$ cat src/pkg/bsaeu_pkg.sv
// Constants and types shared by the bit, accumulator and string executor
package bsaeu_pkg;
  localparam logic [7:0] REG_CMD = 8'h00;
  localparam logic [7:0] REG_ADDR = 8'h04;
  localparam logic [7:0] REG_ACC = 8'h08;
  localparam logic [7:0] REG_CNT = 8'h0C;
  localparam logic [7:0] REG_FLAGS = 8'h10;
  localparam logic [7:0] REG_STAT = 8'h14;
  localparam logic [7:0] REG_LEN = 8'h18;
  localparam int CMD_OP_LSB = 0;
  localparam int CMD_BIT_LSB = 5;
  localparam int CMD_IO_BIT = 8;
  localparam int STAT_BUSY = 0;
  localparam int STAT_TAKEN = 1;
  localparam int STAT_MATCH = 2;
  localparam logic [31:0] ACC_RST = 32'h0000_0000;
  localparam logic [15:0] CNT_RST = 16'h0000;
  localparam logic [15:0] ADDR_RST = 16'h0000;
  localparam logic [19:0] CYC_BIT_LOAD = 20'h3;
  localparam logic [19:0] CYC_BIT_RMW = 20'h4;
  localparam logic [19:0] CYC_BR_TAKEN = 20'h5;
  localparam logic [19:0] CYC_BR_NOT = 20'h4;
  localparam logic [19:0] CYC_TAS_TAKEN = 20'h7;
  localparam logic [19:0] CYC_TAS_NOT = 20'h6;
  localparam logic [19:0] CYC_WAIT_MIN = 20'h1;
  localparam logic [19:0] CYC_BYTE_SWAP = 20'h3;
  localparam logic [19:0] CYC_HALF_XCHG = 20'h2;
  localparam logic [19:0] CYC_EXT_BYTE = 20'h1;
  localparam logic [19:0] CYC_EXT_WORD = 20'h2;
  localparam logic [19:0] CYC_STR_BASE = 20'h2;
  localparam logic [19:0] CYC_STR_ELEM = 20'h6;
  localparam logic [19:0] CYC_MOVE_ZERO = 20'h4;
  localparam logic [19:0] CYC_SRCH_ZERO = 20'h3;
  localparam logic [19:0] CYC_MATCH_EXTRA = 20'h2;
  localparam logic [19:0] CYC_FILL_BASE = 20'h3;
  localparam logic [19:0] CYC_FILL_ELEM = 20'h5;
  typedef enum logic [4:0] {
    OP_BIT_MOVE, OP_BIT_FORCE_ONE, OP_BIT_FORCE_ZERO, OP_BRANCH_ON_BIT_CLEAR,
    OP_BRANCH_ON_BIT_SET, OP_TEST_AND_SET_BRANCH, OP_WAIT_IO_BIT_HIGH,
    OP_WAIT_IO_BIT_LOW, OP_BYTE_SWAP, OP_HALF_EXCHANGE, OP_BYTE_SIGN_EXTEND,
    OP_WORD_SIGN_EXTEND, OP_BYTE_ZERO_FILL, OP_WORD_ZERO_FILL, OP_BYTE_BLOCK_COPY,
    OP_BYTE_BLOCK_COPY_DOWN, OP_WORD_BLOCK_COPY, OP_WORD_BLOCK_COPY_DOWN,
    OP_BYTE_BLOCK_SEARCH, OP_BYTE_BLOCK_SEARCH_DOWN, OP_WORD_BLOCK_SEARCH,
    OP_WORD_BLOCK_SEARCH_DOWN, OP_BYTE_BLOCK_FILL, OP_WORD_BLOCK_FILL
  } bsaeu_op_e;
  localparam logic [4:0] OP_LAST = 5'h17;
  typedef enum logic [1:0] {ST_IDLE, ST_READ, ST_WRITE, ST_PAD} bsaeu_state_e;
  typedef struct packed {
    logic io;
    logic we;
    logic word;
    logic [15:0] addr;
    logic [15:0] wdata;
  } bsaeu_mem_s;
  typedef struct packed {
    logic n;
    logic z;
    logic v;
    logic c;
  } bsaeu_flags_s;
endpackage

$ cat src/verilog/bsaeu_core.sv
// Executor for bit, accumulator and string instructions behind an APB register file
// Summary of operation
// - Bit load: bit to A, flags, 3 cycles
// - Set bit via read-modify-write, 4 cycles
// - Clear bit via read-modify-write, 4 cycles
// - Branch-if-clear taken on zero bit, sets Z
// - Branch-if-set taken on one bit, sets Z
// - Bit branches: 5 taken, 4 not
// - Test-and-set: branch on one, write one
// - Wait re-reads I/O bit until one
// - Wait re-reads I/O bit until zero
// - Byte swap of low word, 3 cycles
// - Exchange accumulator halves in 2 cycles
// - Sign extension byte/word, N and Z
// - Zero extension, N cleared, Z updated
// - Down byte copy decrements both pointers
// - Up word copy increments both pointers
// - Moves: 4 if count zero, else 2+6n
// - Word search compares against low half, NZVC
// - Searches: 3, 2+6n, or 6n+4 on match
// - Fill writes low half, 5m+3, N Z
//
// The register addresses and the APB slave port are this design's own decisions.
module bsaeu_core
  import bsaeu_pkg::*;
(
  input wire logic pclk, // Core clock, 40 MHz
  input wire logic presetn, // Asynchronous reset, active low
  input wire logic psel, // APB select
  input wire logic penable, // APB access phase
  input wire logic pwrite, // APB write
  input wire logic [7:0] paddr, // APB byte address
  input wire logic [31:0] pwdata, // APB write data
  output logic [31:0] prdata, // APB read data
  output logic pready, // APB ready
  output logic pslverr, // APB error
  output logic mem_req, // Memory access request
  output bsaeu_mem_s mem_cmd, // Memory access fields
  input wire logic mem_ack, // Memory access done
  input wire logic [15:0] mem_rdata, // Memory read data
  output logic exec_busy, // Instruction running
  output logic exec_done, // Final cycle of instruction
  output logic branch_taken // Outcome of last branch
);
  bsaeu_state_e state;
  bsaeu_state_e start_state;
  bsaeu_state_e elem_state;
  bsaeu_op_e cur_op;
  bsaeu_op_e new_op;
  bsaeu_op_e sel_op;
  bsaeu_flags_s flags;
  bsaeu_mem_s start_cmd;
  bsaeu_mem_s elem_cmd;
  logic [2:0] bit_pos;
  logic io_sel;
  logic [15:0] addr;
  logic [31:0] acc;
  logic [31:0] next_acc_op;
  logic [15:0] cnt;
  logic [15:0] start_cnt;
  logic [19:0] elapsed;
  logic [19:0] budget;
  logic [19:0] start_budget;
  logic [19:0] elem_cyc;
  logic [19:0] last_len;
  logic matched;
  logic apb_setup;
  logic apb_wr;
  logic cmd_legal;
  logic start;
  logic idle;
  logic rd_done;
  logic wr_done;
  logic pad_end;
  logic more;
  logic finish;
  logic elem_done;
  logic rd_bit;
  logic want;
  logic is_copy;
  logic is_search;
  logic is_fill;
  logic is_str;
  logic is_word;
  logic is_down;
  logic is_wait;
  logic is_rmw;
  logic [7:0] mod_byte;
  logic [15:0] step;
  logic [15:0] cmp_a;
  logic [15:0] cmp_b;
  logic [16:0] diff;
  logic cmp_eq;
  logic [31:0] rd_mux;
  logic rd_bad;

  assign idle = state == ST_IDLE;
  assign apb_setup = psel && !penable;
  assign apb_wr = psel && penable && pwrite;
  assign new_op = bsaeu_op_e'(pwdata[CMD_OP_LSB +: 5]);
  assign cmd_legal = pwdata[CMD_OP_LSB +: 5] <= OP_LAST;
  assign start = apb_wr && paddr == REG_CMD && idle && cmd_legal;
  // Class decode follows the incoming command while idle so start logic can share it
  assign sel_op = idle ? new_op : cur_op;
  assign is_copy = sel_op inside {OP_BYTE_BLOCK_COPY, OP_BYTE_BLOCK_COPY_DOWN,
                                  OP_WORD_BLOCK_COPY, OP_WORD_BLOCK_COPY_DOWN};
  assign is_search = sel_op inside {OP_BYTE_BLOCK_SEARCH, OP_BYTE_BLOCK_SEARCH_DOWN,
                                    OP_WORD_BLOCK_SEARCH, OP_WORD_BLOCK_SEARCH_DOWN};
  assign is_fill = sel_op inside {OP_BYTE_BLOCK_FILL, OP_WORD_BLOCK_FILL};
  assign is_str = is_copy || is_search || is_fill;
  assign is_word = sel_op inside {OP_WORD_BLOCK_COPY, OP_WORD_BLOCK_COPY_DOWN,
                                  OP_WORD_BLOCK_SEARCH, OP_WORD_BLOCK_SEARCH_DOWN,
                                  OP_WORD_BLOCK_FILL};
  assign is_down = sel_op inside {OP_BYTE_BLOCK_COPY_DOWN, OP_WORD_BLOCK_COPY_DOWN,
                                  OP_BYTE_BLOCK_SEARCH_DOWN, OP_WORD_BLOCK_SEARCH_DOWN};
  assign is_wait = sel_op inside {OP_WAIT_IO_BIT_HIGH, OP_WAIT_IO_BIT_LOW};
  assign is_rmw = sel_op inside {OP_BIT_FORCE_ONE, OP_BIT_FORCE_ZERO,
                                 OP_TEST_AND_SET_BRANCH};
  assign step = is_word ? 16'h0002 : 16'h0001;
  assign rd_bit = mem_rdata[bit_pos];
  assign want = cur_op == OP_WAIT_IO_BIT_HIGH;
  assign rd_done = state == ST_READ && mem_ack;
  assign wr_done = state == ST_WRITE && mem_ack;
  assign pad_end = state == ST_PAD && elapsed + 20'h1 >= budget;
  assign more = is_str && cnt != 16'h0000 && !matched;
  assign finish = (pad_end && !more) || (rd_done && is_wait && rd_bit == want);
  assign elem_done = is_str && (is_search ? rd_done : wr_done);
  assign exec_busy = !idle;
  assign exec_done = finish;
  assign pready = 1'b1;

  // Byte values are compared in the top byte so one subtractor serves both widths
  assign cmp_a = is_word ? acc[15:0] : {acc[7:0], 8'h00};
  assign cmp_b = is_word ? mem_rdata : {mem_rdata[7:0], 8'h00};
  assign diff = {1'b0, cmp_a} - {1'b0, cmp_b};
  assign cmp_eq = diff[15:0] == 16'h0000;

  always_comb begin
    mod_byte = mem_rdata[7:0];
    mod_byte[bit_pos] = cur_op != OP_BIT_FORCE_ZERO;
  end

  always_comb begin
    next_acc_op = acc;
    case (new_op)
      OP_BYTE_SWAP: next_acc_op[15:0] = {acc[7:0], acc[15:8]};
      OP_HALF_EXCHANGE: next_acc_op = {acc[15:0], acc[31:16]};
      OP_BYTE_SIGN_EXTEND: next_acc_op[15:8] = {8{acc[7]}};
      OP_WORD_SIGN_EXTEND: next_acc_op[31:16] = {16{acc[15]}};
      OP_BYTE_ZERO_FILL: next_acc_op[15:8] = 8'h00;
      OP_WORD_ZERO_FILL: next_acc_op[31:16] = 16'h0000;
      default: next_acc_op = acc;
    endcase
  end

  // First access of a string element: copy reads the source, fill writes at once
  always_comb begin
    elem_cmd = '0;
    elem_cmd.word = is_word;
    elem_cmd.addr = is_copy ? acc[15:0] : acc[31:16];
    elem_cmd.we = is_fill;
    elem_cmd.wdata = acc[15:0];
    elem_state = is_fill ? ST_WRITE : ST_READ;
    elem_cyc = is_fill ? CYC_FILL_ELEM : CYC_STR_ELEM;
  end

  always_comb begin
    start_cmd = '0;
    start_cmd.addr = addr;
    start_cmd.io = pwdata[CMD_IO_BIT] || is_wait;
    start_state = ST_READ;
    start_budget = CYC_WAIT_MIN;
    case (new_op)
      OP_BIT_MOVE: start_budget = CYC_BIT_LOAD;
      OP_BIT_FORCE_ONE, OP_BIT_FORCE_ZERO: start_budget = CYC_BIT_RMW;
      OP_BRANCH_ON_BIT_CLEAR, OP_BRANCH_ON_BIT_SET: start_budget = CYC_BR_NOT;
      OP_TEST_AND_SET_BRANCH: start_budget = CYC_TAS_NOT;
      OP_WAIT_IO_BIT_HIGH, OP_WAIT_IO_BIT_LOW: start_budget = CYC_WAIT_MIN;
      OP_BYTE_SWAP: begin
        start_state = ST_PAD;
        start_budget = CYC_BYTE_SWAP;
      end
      OP_HALF_EXCHANGE: begin
        start_state = ST_PAD;
        start_budget = CYC_HALF_XCHG;
      end
      OP_BYTE_SIGN_EXTEND, OP_BYTE_ZERO_FILL: begin
        start_state = ST_PAD;
        start_budget = CYC_EXT_BYTE;
      end
      OP_WORD_SIGN_EXTEND, OP_WORD_ZERO_FILL: begin
        start_state = ST_PAD;
        start_budget = CYC_EXT_WORD;
      end
      default: begin
        if (cnt == 16'h0000) begin
          start_state = ST_PAD;
          start_budget = is_copy ? CYC_MOVE_ZERO
                       : (is_search ? CYC_SRCH_ZERO : CYC_FILL_BASE);
        end else begin
          start_state = elem_state;
          start_cmd = elem_cmd;
          start_budget = (is_fill ? CYC_FILL_BASE : CYC_STR_BASE) + elem_cyc;
        end
      end
    endcase
  end

  // Sequencer: every instruction except the waits is padded to its fixed length while the bus acks at once
  always_ff @(posedge pclk or negedge presetn) begin
    if (!presetn) begin
      state <= ST_IDLE;
      elapsed <= 20'h0;
      budget <= 20'h0;
      mem_req <= 1'b0;
      mem_cmd <= '0;
      matched <= 1'b0;
      branch_taken <= 1'b0;
    end else begin
      if (!idle) begin
        elapsed <= elapsed + 20'h1;
      end
      unique case (state)
        ST_IDLE: begin
          if (start) begin
            elapsed <= 20'h0;
            matched <= 1'b0;
            budget <= start_budget;
            state <= start_state;
            mem_req <= start_state != ST_PAD;
            mem_cmd <= start_cmd;
          end
        end
        ST_READ: begin
          if (mem_ack) begin
            if (is_wait) begin
              if (rd_bit == want) begin
                state <= ST_IDLE;
                mem_req <= 1'b0;
              end
            end else if (is_copy) begin
              state <= ST_WRITE;
              mem_cmd.we <= 1'b1;
              mem_cmd.addr <= acc[31:16];
              mem_cmd.wdata <= mem_rdata;
            end else if (is_rmw) begin
              state <= ST_WRITE;
              mem_cmd.we <= 1'b1;
              mem_cmd.wdata <= {8'h00, mod_byte};
              if (cur_op == OP_TEST_AND_SET_BRANCH) begin
                budget <= rd_bit ? CYC_TAS_TAKEN : CYC_TAS_NOT;
                branch_taken <= rd_bit;
              end
            end else begin
              state <= ST_PAD;
              mem_req <= 1'b0;
              if (is_search && cmp_eq) begin
                matched <= 1'b1;
                budget <= budget + CYC_MATCH_EXTRA;
              end
              if (cur_op == OP_BRANCH_ON_BIT_CLEAR) begin
                budget <= !rd_bit ? CYC_BR_TAKEN : CYC_BR_NOT;
                branch_taken <= !rd_bit;
              end
              if (cur_op == OP_BRANCH_ON_BIT_SET) begin
                budget <= rd_bit ? CYC_BR_TAKEN : CYC_BR_NOT;
                branch_taken <= rd_bit;
              end
            end
          end
        end
        ST_WRITE: begin
          if (mem_ack) begin
            state <= ST_PAD;
            mem_req <= 1'b0;
          end
        end
        ST_PAD: begin
          if (pad_end) begin
            if (more) begin
              budget <= budget + elem_cyc;
              state <= elem_state;
              mem_req <= 1'b1;
              mem_cmd <= elem_cmd;
            end else begin
              state <= ST_IDLE;
            end
          end
        end
      endcase
    end
  end

  always_ff @(posedge pclk or negedge presetn) begin
    if (!presetn) begin
      cur_op <= OP_BIT_MOVE;
      bit_pos <= 3'h0;
      io_sel <= 1'b0;
      start_cnt <= CNT_RST;
      last_len <= 20'h0;
    end else begin
      if (start) begin
        cur_op <= new_op;
        bit_pos <= pwdata[CMD_BIT_LSB +: 3];
        io_sel <= pwdata[CMD_IO_BIT];
        start_cnt <= cnt;
      end
      if (finish) begin
        last_len <= elapsed + 20'h1;
      end
    end
  end

  always_ff @(posedge pclk or negedge presetn) begin
    if (!presetn) begin
      addr <= ADDR_RST;
    end else if (apb_wr && paddr == REG_ADDR && idle) begin
      addr <= pwdata[15:0];
    end
  end

  always_ff @(posedge pclk or negedge presetn) begin
    if (!presetn) begin
      cnt <= CNT_RST;
    end else if (elem_done) begin
      cnt <= cnt - 16'h0001;
    end else if (apb_wr && paddr == REG_CNT && idle) begin
      cnt <= pwdata[15:0];
    end
  end

  always_ff @(posedge pclk or negedge presetn) begin
    if (!presetn) begin
      acc <= ACC_RST;
    end else if (start) begin
      acc <= next_acc_op;
    end else if (rd_done && cur_op == OP_BIT_MOVE) begin
      acc[15:0] <= {15'h0000, rd_bit};
    end else if (elem_done) begin
      // Searches and fills walk only the destination pointer
      acc[31:16] <= is_down ? acc[31:16] - step : acc[31:16] + step;
      if (is_copy) begin
        acc[15:0] <= is_down ? acc[15:0] - step : acc[15:0] + step;
      end
    end else if (apb_wr && paddr == REG_ACC && idle) begin
      acc <= pwdata;
    end
  end

  always_ff @(posedge pclk or negedge presetn) begin
    if (!presetn) begin
      flags <= '0;
    end else if (start) begin
      case (new_op)
        OP_BYTE_SIGN_EXTEND: begin
          flags.n <= acc[7];
          flags.z <= acc[7:0] == 8'h00;
        end
        OP_WORD_SIGN_EXTEND: begin
          flags.n <= acc[15];
          flags.z <= acc[15:0] == 16'h0000;
        end
        OP_BYTE_ZERO_FILL: begin
          flags.n <= 1'b0;
          flags.z <= acc[7:0] == 8'h00;
        end
        OP_WORD_ZERO_FILL: begin
          flags.n <= 1'b0;
          flags.z <= acc[15:0] == 16'h0000;
        end
        OP_BYTE_BLOCK_FILL, OP_WORD_BLOCK_FILL: begin
          flags.n <= cmp_a[15];
          flags.z <= cmp_a == 16'h0000;
        end
        default: flags <= flags;
      endcase
    end else if (rd_done && cur_op == OP_BIT_MOVE) begin
      flags.n <= 1'b0;
      flags.z <= !rd_bit;
    end else if (rd_done && cur_op inside {OP_BRANCH_ON_BIT_CLEAR, OP_BRANCH_ON_BIT_SET,
                                           OP_TEST_AND_SET_BRANCH}) begin
      flags.z <= !rd_bit;
    end else if (elem_done && is_search) begin
      flags.n <= diff[15];
      flags.z <= cmp_eq;
      flags.c <= diff[16];
      flags.v <= (cmp_a[15] ^ cmp_b[15]) & (cmp_a[15] ^ diff[15]);
    end else if (apb_wr && paddr == REG_FLAGS && idle) begin
      flags <= pwdata[3:0];
    end
  end

  always_comb begin
    rd_bad = 1'b0;
    rd_mux = 32'h0000_0000;
    case (paddr)
      REG_CMD: rd_mux = {23'h0, io_sel, bit_pos, cur_op};
      REG_ADDR: rd_mux = {16'h0000, addr};
      REG_ACC: rd_mux = acc;
      REG_CNT: rd_mux = {16'h0000, cnt};
      REG_FLAGS: rd_mux = {28'h0, flags};
      REG_STAT: rd_mux = {29'h0, matched, branch_taken, !idle};
      REG_LEN: rd_mux = {12'h000, last_len};
      default: rd_bad = 1'b1;
    endcase
  end

  // Answer is prepared in the setup phase so read data leaves a flip-flop
  always_ff @(posedge pclk or negedge presetn) begin
    if (!presetn) begin
      prdata <= 32'h0000_0000;
      pslverr <= 1'b0;
    end else if (apb_setup) begin
      prdata <= pwrite ? 32'h0000_0000 : rd_mux;
      pslverr <= rd_bad || (pwrite && paddr == REG_CMD && pwdata[CMD_OP_LSB +: 5] > OP_LAST);
    end
  end

  logic [19:0] move_len;
  logic [19:0] fill_len;
  assign move_len = start_cnt == 16'h0000 ? CYC_MOVE_ZERO
                  : CYC_STR_BASE + 20'(start_cnt) * CYC_STR_ELEM;
  assign fill_len = CYC_FILL_BASE + 20'(start_cnt) * CYC_FILL_ELEM;
endmodule

$ cat config.mk
export PLATFORM = sky130hd
export DESIGN_NAME = bsaeu_core
export DESIGN_NICKNAME = d
export VERILOG_FILES = /design/src/pkg/bsaeu_pkg.sv /design/src/verilog/bsaeu_core.sv
export SDC_FILE = /design/constraint.sdc
export NUM_CORES = 1
export LEC_CHECK = 0
export ABC_AREA = 1
export BUFFER_PORTS_ARGS = -buffer_cell sky130_fd_sc_hd__buf_2
export CAP_MARGIN = 10
export CORE_MARGIN = 1.5
export CORE_UTILIZATION = 58
export CTS_BUF_LIST = sky130_fd_sc_hd__clkbuf_8
export DETAILED_ROUTE_END_ITERATION = 8
export MAX_ROUTING_LAYER = met4
export PLACE_DENSITY = 0.86
export SYNTH_ARGS = -nofsm -noshare
export SYNTH_HDL_FRONTEND = slang
export SYNTH_SLANG_ARGS = --single-unit
export TNS_END_PERCENT = 1
$ cat constraint.sdc
create_clock -name pclk -period 5.5 [get_ports pclk]
set_clock_uncertainty 0.15 [all_clocks]
set_input_delay 0.55 -clock pclk [delete_from_list [all_inputs] [get_ports pclk]]
set_output_delay 0.55 -clock pclk [all_outputs]
set_load 0.05 [all_outputs]
# Word-level counts from Yosys, hierarchy flattened
# Cells that the tools add are included.
# op_classes
muxes	111
n_eq_ne	70
n_bitwise	8
addsub	10
reduce_logical	91
order_cmp	6
# ops
op	n
$mux 20	14
$pmux 32 s7	1
$mux 16	13
$mux 32	6
$mux 35	5
$pmux 32 s3	1
$logic_not 16->1	4
$pmux 20 s3	1
$eq 5x3->1 const B	10
$eq 5x5->1 const B	10
$pmux 16 s3	1
$eq 5x4->1 const B	8
$mux 1	35
$add 16x2->16	2
$pmux 8 s4	1
$sub 16x2->16	2
$logic_and 1x1->1	30
$mux 2	14
$eq 8x5->1 const B	3
$ne 2x2->1 const B	11
$reduce_and 7->1	3
$add 20x1->20 const B	1
$add 20x2->20 const B	1
$add 20x3->20	1
66 further kinds	118
# word_totals
in_bits	62
regBits	210
out_inout_bits	73
wordCells	322

# Logic depth before layout (Yosys ltp)
# Gate-level depths: netlist of the first run.
# depth
word_depth	16
ltp_mapped	31
depth_no_buf	27

# Least setup slack after synthesis of the first run
# OpenSTA, ideal clock, no wires.
# synth_path
path_type	input-to-reg
startpoint	in pwdata[1]
endpoint	reg budget[15]
setup_ps	65
required_time_ps	5285
arrival_ps	3931
path_slack_ps	1353
cell_stages	25
path_buffers	5
cell_sequence	clkbuf_2 -> inv_1 -> nand2_1 -> o21ai_2 -> nand3_2 -> o21ai_1 -> buf_2 -> clkbuf_1 -> mux2i_1 -> ha_1 -> nand2_1 -> inv_1 -> a21oi_1 -> nor2_1 -> nor2_1 -> nand3_1 -> nand2_1 -> nand3_1 -> nor2_1 -> nand4_1 -> nand3_1 -> buf_4 -> buf_2 -> nand3_1 -> nand2_1
# synth_between
elab_chain_cells	9
elab_cells_between_ends	49
classes_between	2 x add/sub; 1 x order compare; 21 x eq/ne; 11 x mux; 14 x reduce/logical
# synth_rtl
item	line	text
from (decl)	bsaeu_core.sv:33	input wire logic [31:0] pwdata,
$mux 5	bsaeu_core.sv:104	assign sel_op = idle ? new_op : cur_op;
$eq 5x5->1, or another cell as far along	bsaeu_core.sv:105, bsaeu_core.sv:111	
$reduce_bool 5->1, or another cell as far along	bsaeu_core.sv:111	assign is_word = sel_op inside {OP_WORD_BLOCK_COPY, OP_WORD_BLOCK_COPY_DOWN,
$mux 16, or another cell as far along	bsaeu_core.sv:133	assign cmp_a = is_word ? acc[15:0] : {acc[7:0], 8'h00};
$sub 16x16->17 or $logic_or 1x1->1 (tied branches)	bsaeu_core.sv:135, bsaeu_core.sv:110	
$logic_not 16->1 or $logic_and 1x1->1 (tied branches)	bsaeu_core.sv:136, bsaeu_core.sv:125	
$logic_and 1x1->1, on equally long branches	bsaeu_core.sv:257, bsaeu_core.sv:125	
$ne 5x2->1 (no line) or $ne 2x2->1 (tied branches)	-	
$reduce_and 9->1 (no line)	-	
to (signal assigned)	bsaeu_core.sv:259	budget <= budget + CYC_MATCH_EXTRA;
to (signal assigned)	bsaeu_core.sv:262	budget <= !rd_bit ? CYC_BR_TAKEN : CYC_BR_NOT;
to (signal assigned)	bsaeu_core.sv:266	budget <= rd_bit ? CYC_BR_TAKEN : CYC_BR_NOT;
to (decl)	bsaeu_core.sv:62	logic [19:0] budget;
# Several ways; a longest one is shown, not always the timed one. The select of a mux whose other input is x is not followed.
# A chain may end at the register's enable or synchronous reset.

# Final worst setup path of the first run
# layout_path
startpoint	reg elapsed[0]
endpoint	out exec_done
# layout_between
elab_chain_cells	5
# layout_rtl
item	line	text
from (decl)	bsaeu_core.sv:61	logic [19:0] elapsed;
from (signal assigned)	bsaeu_core.sv:221	elapsed <= elapsed + 20'h1;
$add 20x1->20	bsaeu_core.sv:124	assign pad_end = state == ST_PAD && elapsed + 20'h1 >= budget;
$ge 20x20->1	bsaeu_core.sv:124	
$logic_and 1x1->1	bsaeu_core.sv:124	
$logic_and 1x1->1	bsaeu_core.sv:126	assign finish = (pad_end && !more) || (rd_done && is_wait && rd_bit == want);
$logic_or 1x1->1	bsaeu_core.sv:126	
to (decl)	bsaeu_core.sv:42	output logic exec_done,
# No other way between the ends.

==> run_results.csv, run 1 <==
group,metric,value,unit
status,status,"finished, final reports clean",
clock_tree,clk_path_buf_depth,3,
synthesis,synth_ff_type,"dfrtp_1",
global_routing,antenna_found_initial,3,
routing,post_drt_wl_per_cell,20.0,um
worst_setup_path,crit_fanout,34,
floorplanning,floorplan.initialDensity,0.587,
routing,avgViaCountPerCell,6.12,
global_routing,grt_max_degree,83,
place,port_buffers,133,
timing,fin_crit,5.11,ns
timing,finalWorstSetupSlack,0.391,ns
synthesis,synth-seq-area-share,0.323,
place,place_ws,0.584,ns
pwr,p_int,4.88,mW
worst_hold_path,hold_class,"input pin to flop",
synthesis,synth-edff-count,0,
job,cap_violations,0,
timing,min_period_over_period,0.929,
worst_setup_path,cp.depth,19,
worst_setup_path,worst_setup_path_start_kind,"flop",
worst_setup_path,path_cells,"nand3_1 -> nor2_1 -> nand3_1 -> nor3_1 -> nand4_1 -> nor2_1 -> nand3_1 -> nor2_1 -> xor2_2 -> inv_1 -> ha_1 -> nand4_1 -> nor2_1 -> nand3_1 -> nand4_1 -> nand2_1 -> nand2_1 -> buf_4 -> clkbuf_4",
floorplanning,ioPinCount,135,
clock_tree,cts_buffers,40,
pwr,power_frac_seq,0.228,
synthesis,synthDistinctLibCells,64,
clock_tree,clock-sinks,210,
timing,setup_viol,0,
routing,drt_drc_violations_left,0,
clock_tree,clock_latency,0.57,ns
pwr,power.switching,6.02,mW
place,dpl.hpwl,44400,um
global_routing,overflow,0,
timing,hold_viol_final,0,
routing,drt-total-wl,58200,um
clock_tree,clk_transition_reported_paths,0.06,ns
synthesis,async_flop_share,1.00,
timing,tns,0,ns
worst_setup_path,max_stage_delay,0.42,ns
floorplanning,core_area,0.0277,mm2
worst_setup_path,cp-end-kind,"output port",
floorplanning,die_h,170,um
worst_setup_path,crit_family,"simple AND/OR/NAND/NOR gates",
pwr,p_clk_frac,0.148,
timing,relSlewSlack,0.268,
routing,drt_iter0_markers,2450,
worst_setup_path,rr_worst_depth,25,
synthesis,ys_ff_latch,210,
worst_setup_path,criticalPathCategory,"flop to output port",
cells_and_area,layout-drive-gt1-share,0.112,
pwr,p_comb_frac,0.625,
clock_tree,cts_tree,"yes",
worst_setup_path,cp_slowest_cell,"dfrtp_1",
pwr,p_per_area,606,mW/mm2
clock_tree,cts-htree-levels,2,
global_routing,gr-usage-all-layers,0.411,
synthesis,synthCells,2391,
worst_setup_path,worstPathArrival,4.41,ns
pwr,leakagePower,9.09,nW
cells_and_area,area_growth_syn_to_layout,10.6,%
clock_tree,cts_setup_buffers,0,
routing,first_pass_iters,6,
global_routing,grt_pass1_wl,89800,um
pwr,swShare,0.552,
synthesis,yosys_warnings,0,
pwr,ir_drop,0.383,mV
floorplanning,rows,61,
synthesis,syn_nets,2527,
global_routing,grt_pass1_vias,16186,
synthesis,avgSynthCellArea,6.80,um2
routing,vias,17793,
synthesis,syn_area,0.0163,mm2
timing,rsz0062_at_grt,"false",
timing,fmax,0.196,GHz
floorplanning,die-area,0.0290,mm2
worst_setup_path,worstPathRequired,4.80,ns
routing,ant_nets,0,
clock_tree,cts_root_buffer,"clkbuf_8",
place,place_congestion,1.06,
timing,worstMarginPinSlew,1.10,ns
worst_hold_path,hold_path_depth,3,
worst_setup_path,path_buf_inv,3,
cells_and_area,finalNetCount,2632,
timing,final-max-slew-violation-count,0,
floorplanning,die_w,170,um
power by group through the flow:
stage | sequential (mW) | combinational, mW | clock, mW
detailed placement | 2.46 | 6.61 | 0
finish | 2.48 | 6.81 | 1.61
floorplan | 2.62 | 4.61 | 0
global placement | 2.46 | 6.50 | 0
global route | 2.50 | 7.49 | 1.68
CTS | 2.44 | 6.64 | 1.62
sequential cells by signal, indices dropped and copies added (netlist names):
name / cells
pslverr: 1
flags: 4
cnt: 16
io_sel: 1
mem_req: 1
last_len: 20
cur_op: 5
state: 2
acc: 32
addr: 16
matched: 1
prdata: 32
mem_cmd: 35
elapsed: 20
budget: 20
bit_pos: 3
branch_taken: 1
cells by family (layout without fill, tap and decap cells):
| logic type | Yosys count | in the layout | synth area share |
|---|---|---|---|
| and+or+nand+nor | 1082 | 1082 | 0.283 |
| AOI/OAI and AO/OA | 558 | 558 | 0.200 |
| buffers and inverters | 400 | 535 | 0.0988 |
| DFF | 210 | 210 | 0.323 |
| adders and majority gates | 74 | 74 | 0.0583 |
| xor gates and xnor gates | 58 | 58 | 0.0313 |
| muxes | 8 | 8 | 0.00500 |
| other | 1 | 4 | 0.000231 |
worst min-delay path: cells and delay by family:
family                 cells  cell delay, ns
and+or+nand+nor            2            0.13
buffers and inverters      1            0.11
synth_stat cells (all sizes together), types with 4 or more instances:
cell | number | area, um2
a21oi | 93 | 477
o22ai | 51 | 319
o31ai | 7 | 52.6
nor3 | 42 | 231
a32oi | 17 | 149
nor2 | 194 | 784
o21ai | 295 | 1500
buf | 36 | 238
xor2 | 48 | 420
clkbuf | 53 | 200
a221oi | 14 | 123
nand3b | 6 | 48.8
o221ai | 6 | 52.6
dfrtp | 210 | 5260
a31oi | 7 | 43.8
a22o | 5 | 43.8
mux2i | 7 | 70.1
o211ai | 29 | 218
nand2 | 628 | 2390
nand4 | 28 | 181
nand3 | 175 | 911
a22oi | 8 | 60.1
inv | 308 | 1160
nor4 | 4 | 25.0
ha | 71 | 888
a211oi | 5 | 37.5
a21o | 4 | 30.0
o21bai | 4 | 30.0
xnor2 | 10 | 87.6
area by class of cell:
cell class	count	area, um2
antenna	3	7.51
clock buffer	51	702
clock inverter	21	135
fill	2555	9720
inverter	311	1170
multi-input combinational	1781	9420
sequential	210	5260
tap	378	473
timing repair buffer	152	823
metrics by stage:
step	utilization	std cells	area (um2)	hold slack (ns)	power, mW
floorplan	-	2391	16300	0.104	7.23
global placement	0.617	2831	17100	0.299	8.96
detailed placement	0.617	2831	17100	0.303	9.07
CTS	0.648	2904	18000	0.0844	10.7
global route	0.649	2907	18000	0.114	11.7
finish	0.649	2907	18000	0.111	10.9
what timing repair did:
action                                  in CTS  in global routing
endpoints found under the setup margin       0                 20
gates resized for setup                      0                  4
hold endpoints to repair                    79                  0
hold buffers                                 1                  0
worst paths after layout:
check | to | start | slack (ns)
min in group asynchronous | budget[14] | presetn | 0.40
worst min-delay path | addr[9] | pwdata[9] | 0.11
worst max register to register | budget[12] | state[0] | 0.57
worst min register to register | mem_cmd[2] | mem_cmd[2] | 0.31
worst max-delay path | exec_done | elapsed[0] | 0.39
max in group asynchronous | mem_cmd[17] | presetn | 3.59
layout by cell type, fill, tap and decap left out, types with 4 or more instances in the layout:
cell type / netlist / final
o211ai_1: 29 / 29
o31ai_1: 7 / 7
a22o_1: 5 / 5
a22oi_1: 8 / 8
o21ai_2: 3 / 4
o21bai_1: 4 / 4
a31oi_1: 7 / 7
mux2i_1: 7 / 7
nand3_1: 168 / 168
nand2_2: 8 / 9
a21oi_1: 92 / 92
buf_2: 16 / 131
nor4_1: 4 / 4
o21ai_1: 40 / 39
clkinv_2: 0 / 10
a21o_1: 4 / 4
xor2_1: 48 / 46
nand4_1: 27 / 27
nand3b_1: 5 / 5
nor3_1: 39 / 39
o21ai_0: 251 / 251
nor2_2: 7 / 8
nor2_1: 183 / 182
xnor2_1: 10 / 10
nand3_2: 7 / 7
ha_1: 71 / 71
inv_1: 287 / 295
buf_4: 10 / 18
inv_2: 21 / 21
nand2_1: 618 / 617
clkbuf_8: 0 / 51
o221ai_1: 6 / 6
a211oi_1: 5 / 5
a32oi_1: 17 / 17
o22ai_1: 51 / 51
dfrtp_1: 210 / 210
a221oi_1: 14 / 14
metal layers:
layer	vias to the layer above	GRT usage	wire length, um
met5	-	-	0
met3	200	0.0802	6270
met4	0	0.145	2340
li1	8238	-	-
met2	1035	0.617	25400
met1	8320	0.554	24200
No activity file was read; power rests on OpenSTA's default activity.
==> run 2, diff against run 1 <==
--- a/config.mk
+++ b/config.mk
@@ -6,14 +6,16 @@
 export NUM_CORES = 1
 export LEC_CHECK = 0
 export ABC_AREA = 1
-export BUFFER_PORTS_ARGS = -buffer_cell sky130_fd_sc_hd__buf_2
+export BUFFER_PORTS_ARGS = -buffer_cell sky130_fd_sc_hd__buf_4
 export CAP_MARGIN = 10
+export CELL_PAD_IN_SITES_DETAIL_PLACEMENT = 1
+export CELL_PAD_IN_SITES_GLOBAL_PLACEMENT = 1
 export CORE_MARGIN = 1.5
-export CORE_UTILIZATION = 58
+export CORE_UTILIZATION = 45
 export CTS_BUF_LIST = sky130_fd_sc_hd__clkbuf_8
 export DETAILED_ROUTE_END_ITERATION = 8
 export MAX_ROUTING_LAYER = met4
-export PLACE_DENSITY = 0.86
+export PLACE_DENSITY = 0.91
 export SYNTH_ARGS = -nofsm -noshare
 export SYNTH_HDL_FRONTEND = slang
 export SYNTH_SLANG_ARGS = --single-unit
==> run_results.csv, run 2 (same netlist as run 1, synthesis figures left out) <==
group,metric,value,unit
pwr,p_int,4.97,mW
timing,setup_viol,0,
timing,min_period_over_period,0.899,
pwr,ir_drop,0.351,mV
worst_hold_path,hold_class,"input pin to flop",
cells_and_area,regArea,0.00526,mm2
routing,post_drt_wl_per_cell,22.6,um
pwr,p_clk_frac,0.144,
routing,vias,18357,
place,port_buffers,133,
cells_and_area,layout_commonest_cell,"nand2_1",
place,dpl_cell_area,0.0175,mm2
cells_and_area,layout-drive-gt1-share,0.113,
pwr,swShare,0.560,
timing,fmax,0.202,GHz
clock_tree,cts-htree-levels,2,
pwr,leakagePower,9.16,nW
timing,hold_viol_final,0,
timing,fin_crit,4.94,ns
timing,tns,0,ns
floorplanning,core_area,0.0356,mm2
pwr,p_per_area,613,mW/mm2
routing,ant_nets,0,
global_routing,overflow,0,
cells_and_area,finalNetCount,2637,
worst_setup_path,worst_setup_path_start_kind,"flop",
floorplanning,die_h,193,um
worst_setup_path,rrSetupSlack,0.56,ns
floorplanning,die-area,0.0373,mm2
clock_tree,cts_root_buffer,"clkbuf_8",
clock_tree,clock-sinks,210,
place,place_ws,0.306,ns
worst_setup_path,max_stage_delay,0.52,ns
worst_setup_path,r2r-start,"state[0]",
routing,first_pass_iters,6,
cells_and_area,layout_common_cells,"nand2_1, inv_1, o21ai_0",
pwr,p_comb_frac,0.634,
routing,drt-total-wl,67700,um
timing,worstMarginPinSlew,1.31,ns
worst_setup_path,worstPathArrival,5.25,ns
worst_setup_path,criticalPathCategory,"flop to flop",
worst_setup_path,path_buf_inv,5,
global_routing,grt_pass1_wl,103000,um
worst_setup_path,cp_slowest_cell,"dfrtp_1",
place,place_congestion,1.05,
clock_tree,cts_buffers,40,
global_routing,antenna_found_initial,5,
timing,final-max-slew-violation-count,0,
cells_and_area,top_register,"mem_cmd",
floorplanning,rows,69,
clock_tree,clk_path_buf_depth,3,
clock_tree,cts_tree,"yes",
cells_and_area,top_regs,"mem_cmd (35), acc (32), prdata (32)",
timing,finalWorstSetupSlack,0.556,ns
clock_tree,clock_latency,0.59,ns
worst_setup_path,cp-end-kind,"flop",
worst_setup_path,cp_common_cell,"nand2_1",
routing,drt_iter0_markers,1615,
cells_and_area,fill_cells,4720,
cells_and_area,multi_input_area,0.00942,mm2
worst_setup_path,crit_family,"simple AND/OR/NAND/NOR gates",
clock_tree,clk_transition_reported_paths,0.06,ns
cells_and_area,final_cell_area,0.0184,mm2
timing,relSlewSlack,0.123,
cells_and_area,area_growth_syn_to_layout,13.4,%
pwr,power.switching,6.34,mW
floorplanning,ioPinCount,135,
cells_and_area,largest_register_ff_count,35,
place,dpl.hpwl,51600,um
floorplanning,die_w,193,um
worst_setup_path,worstPathRequired,5.80,ns
routing,drt_drc_violations_left,0,
pwr,power_frac_seq,0.222,
global_routing,gr-usage-all-layers,0.371,
global_routing,grt_pass1_vias,18390,
timing,rsz0062_at_grt,"false",
global_routing,grt_max_degree,99,
worst_hold_path,hp-start,"pwdata[12]",
worst_setup_path,startpoint,"state[0]",
job,cap_violations,0,
status,status,"finished, final reports clean",
routing,avgViaCountPerCell,6.13,
floorplanning,floorplan.initialDensity,0.457,
worst_setup_path,crit_fanout,23,
==> run 2: cell types whose count changed in the layout (fill, tap and decap cells not counted), moves of 2 or more <==
cell,delta
inv_1,-2
xor2_2,-2
clkbuf_8,+3
xor2_1,+2
buf_4,+136
buf_2,-131
clkinv_2,-2
==> run 2: worst min-delay path, delay by kind of cell <==
family,cells,cell delay (ns)
AO/OA/AOI/OAI,1,0.05
buffers and inverters,1,0.08
AND/OR/NAND/NOR,1,0.05
==> run 2: final timing paths <==
kind                       cells past startpoint         end
hold reg to reg                                2  mem_cmd[0]
setup / recovery                              26   budget[2]
hold / removal                                 3     cnt[12]
max in group asynchronous                      3  elapsed[5]
setup reg to reg                              26   budget[2]
min in group asynchronous                      2  budget[18]
==> run 2: timing repair <==
action	CTS	global route
setup endpoints to repair	0	19
setup buffers	0	6
resized for setup	0	2
hold endpoints to repair	96	0
hold buffers	1	0
==> run 2: area by class of cell <==
class                      count  share of cell area
clock buffer                  54              0.0403
multi-input combinational   1781               0.511
clock inverter                16             0.00475
timing repair buffer         157              0.0643
inverter                     311              0.0633
tap                          461              0.0313
antenna                        3            0.000407
sequential                   210               0.285
==> run 2: metal layers <==
| metal | track usage | routed length (um) |
|---|---|---|
| met3 | 0.0637 | 5770 |
| met4 | 0.162 | 2920 |
| met2 | 0.580 | 31200 |
| met1 | 0.471 | 27800 |
| met5 | - | 0 |
==> run 2: per-stage QoR <==
step                cells  hold WS [ns]   util  power [mW]
finish               2993        0.0451  0.518        11.3
global route         2993        0.0572  0.518        12.0
CTS                  2983        0.0275  0.516        11.1
detailed placement   2912         0.312  0.493        9.43
global placement     2912         0.310  0.493        9.09
floorplan            2391         0.104      -        7.23
==> run 2: power groups by stage <==
stage               Clock [mW]  Sequential, mW  Combinational (mW)
floorplan                    0            2.62                4.61
global placement             0            2.47                6.62
detailed placement           0            2.49                6.94
CTS                       1.64            2.47                6.99
global route              1.70            2.53                7.81
finish                    1.63            2.51                7.17
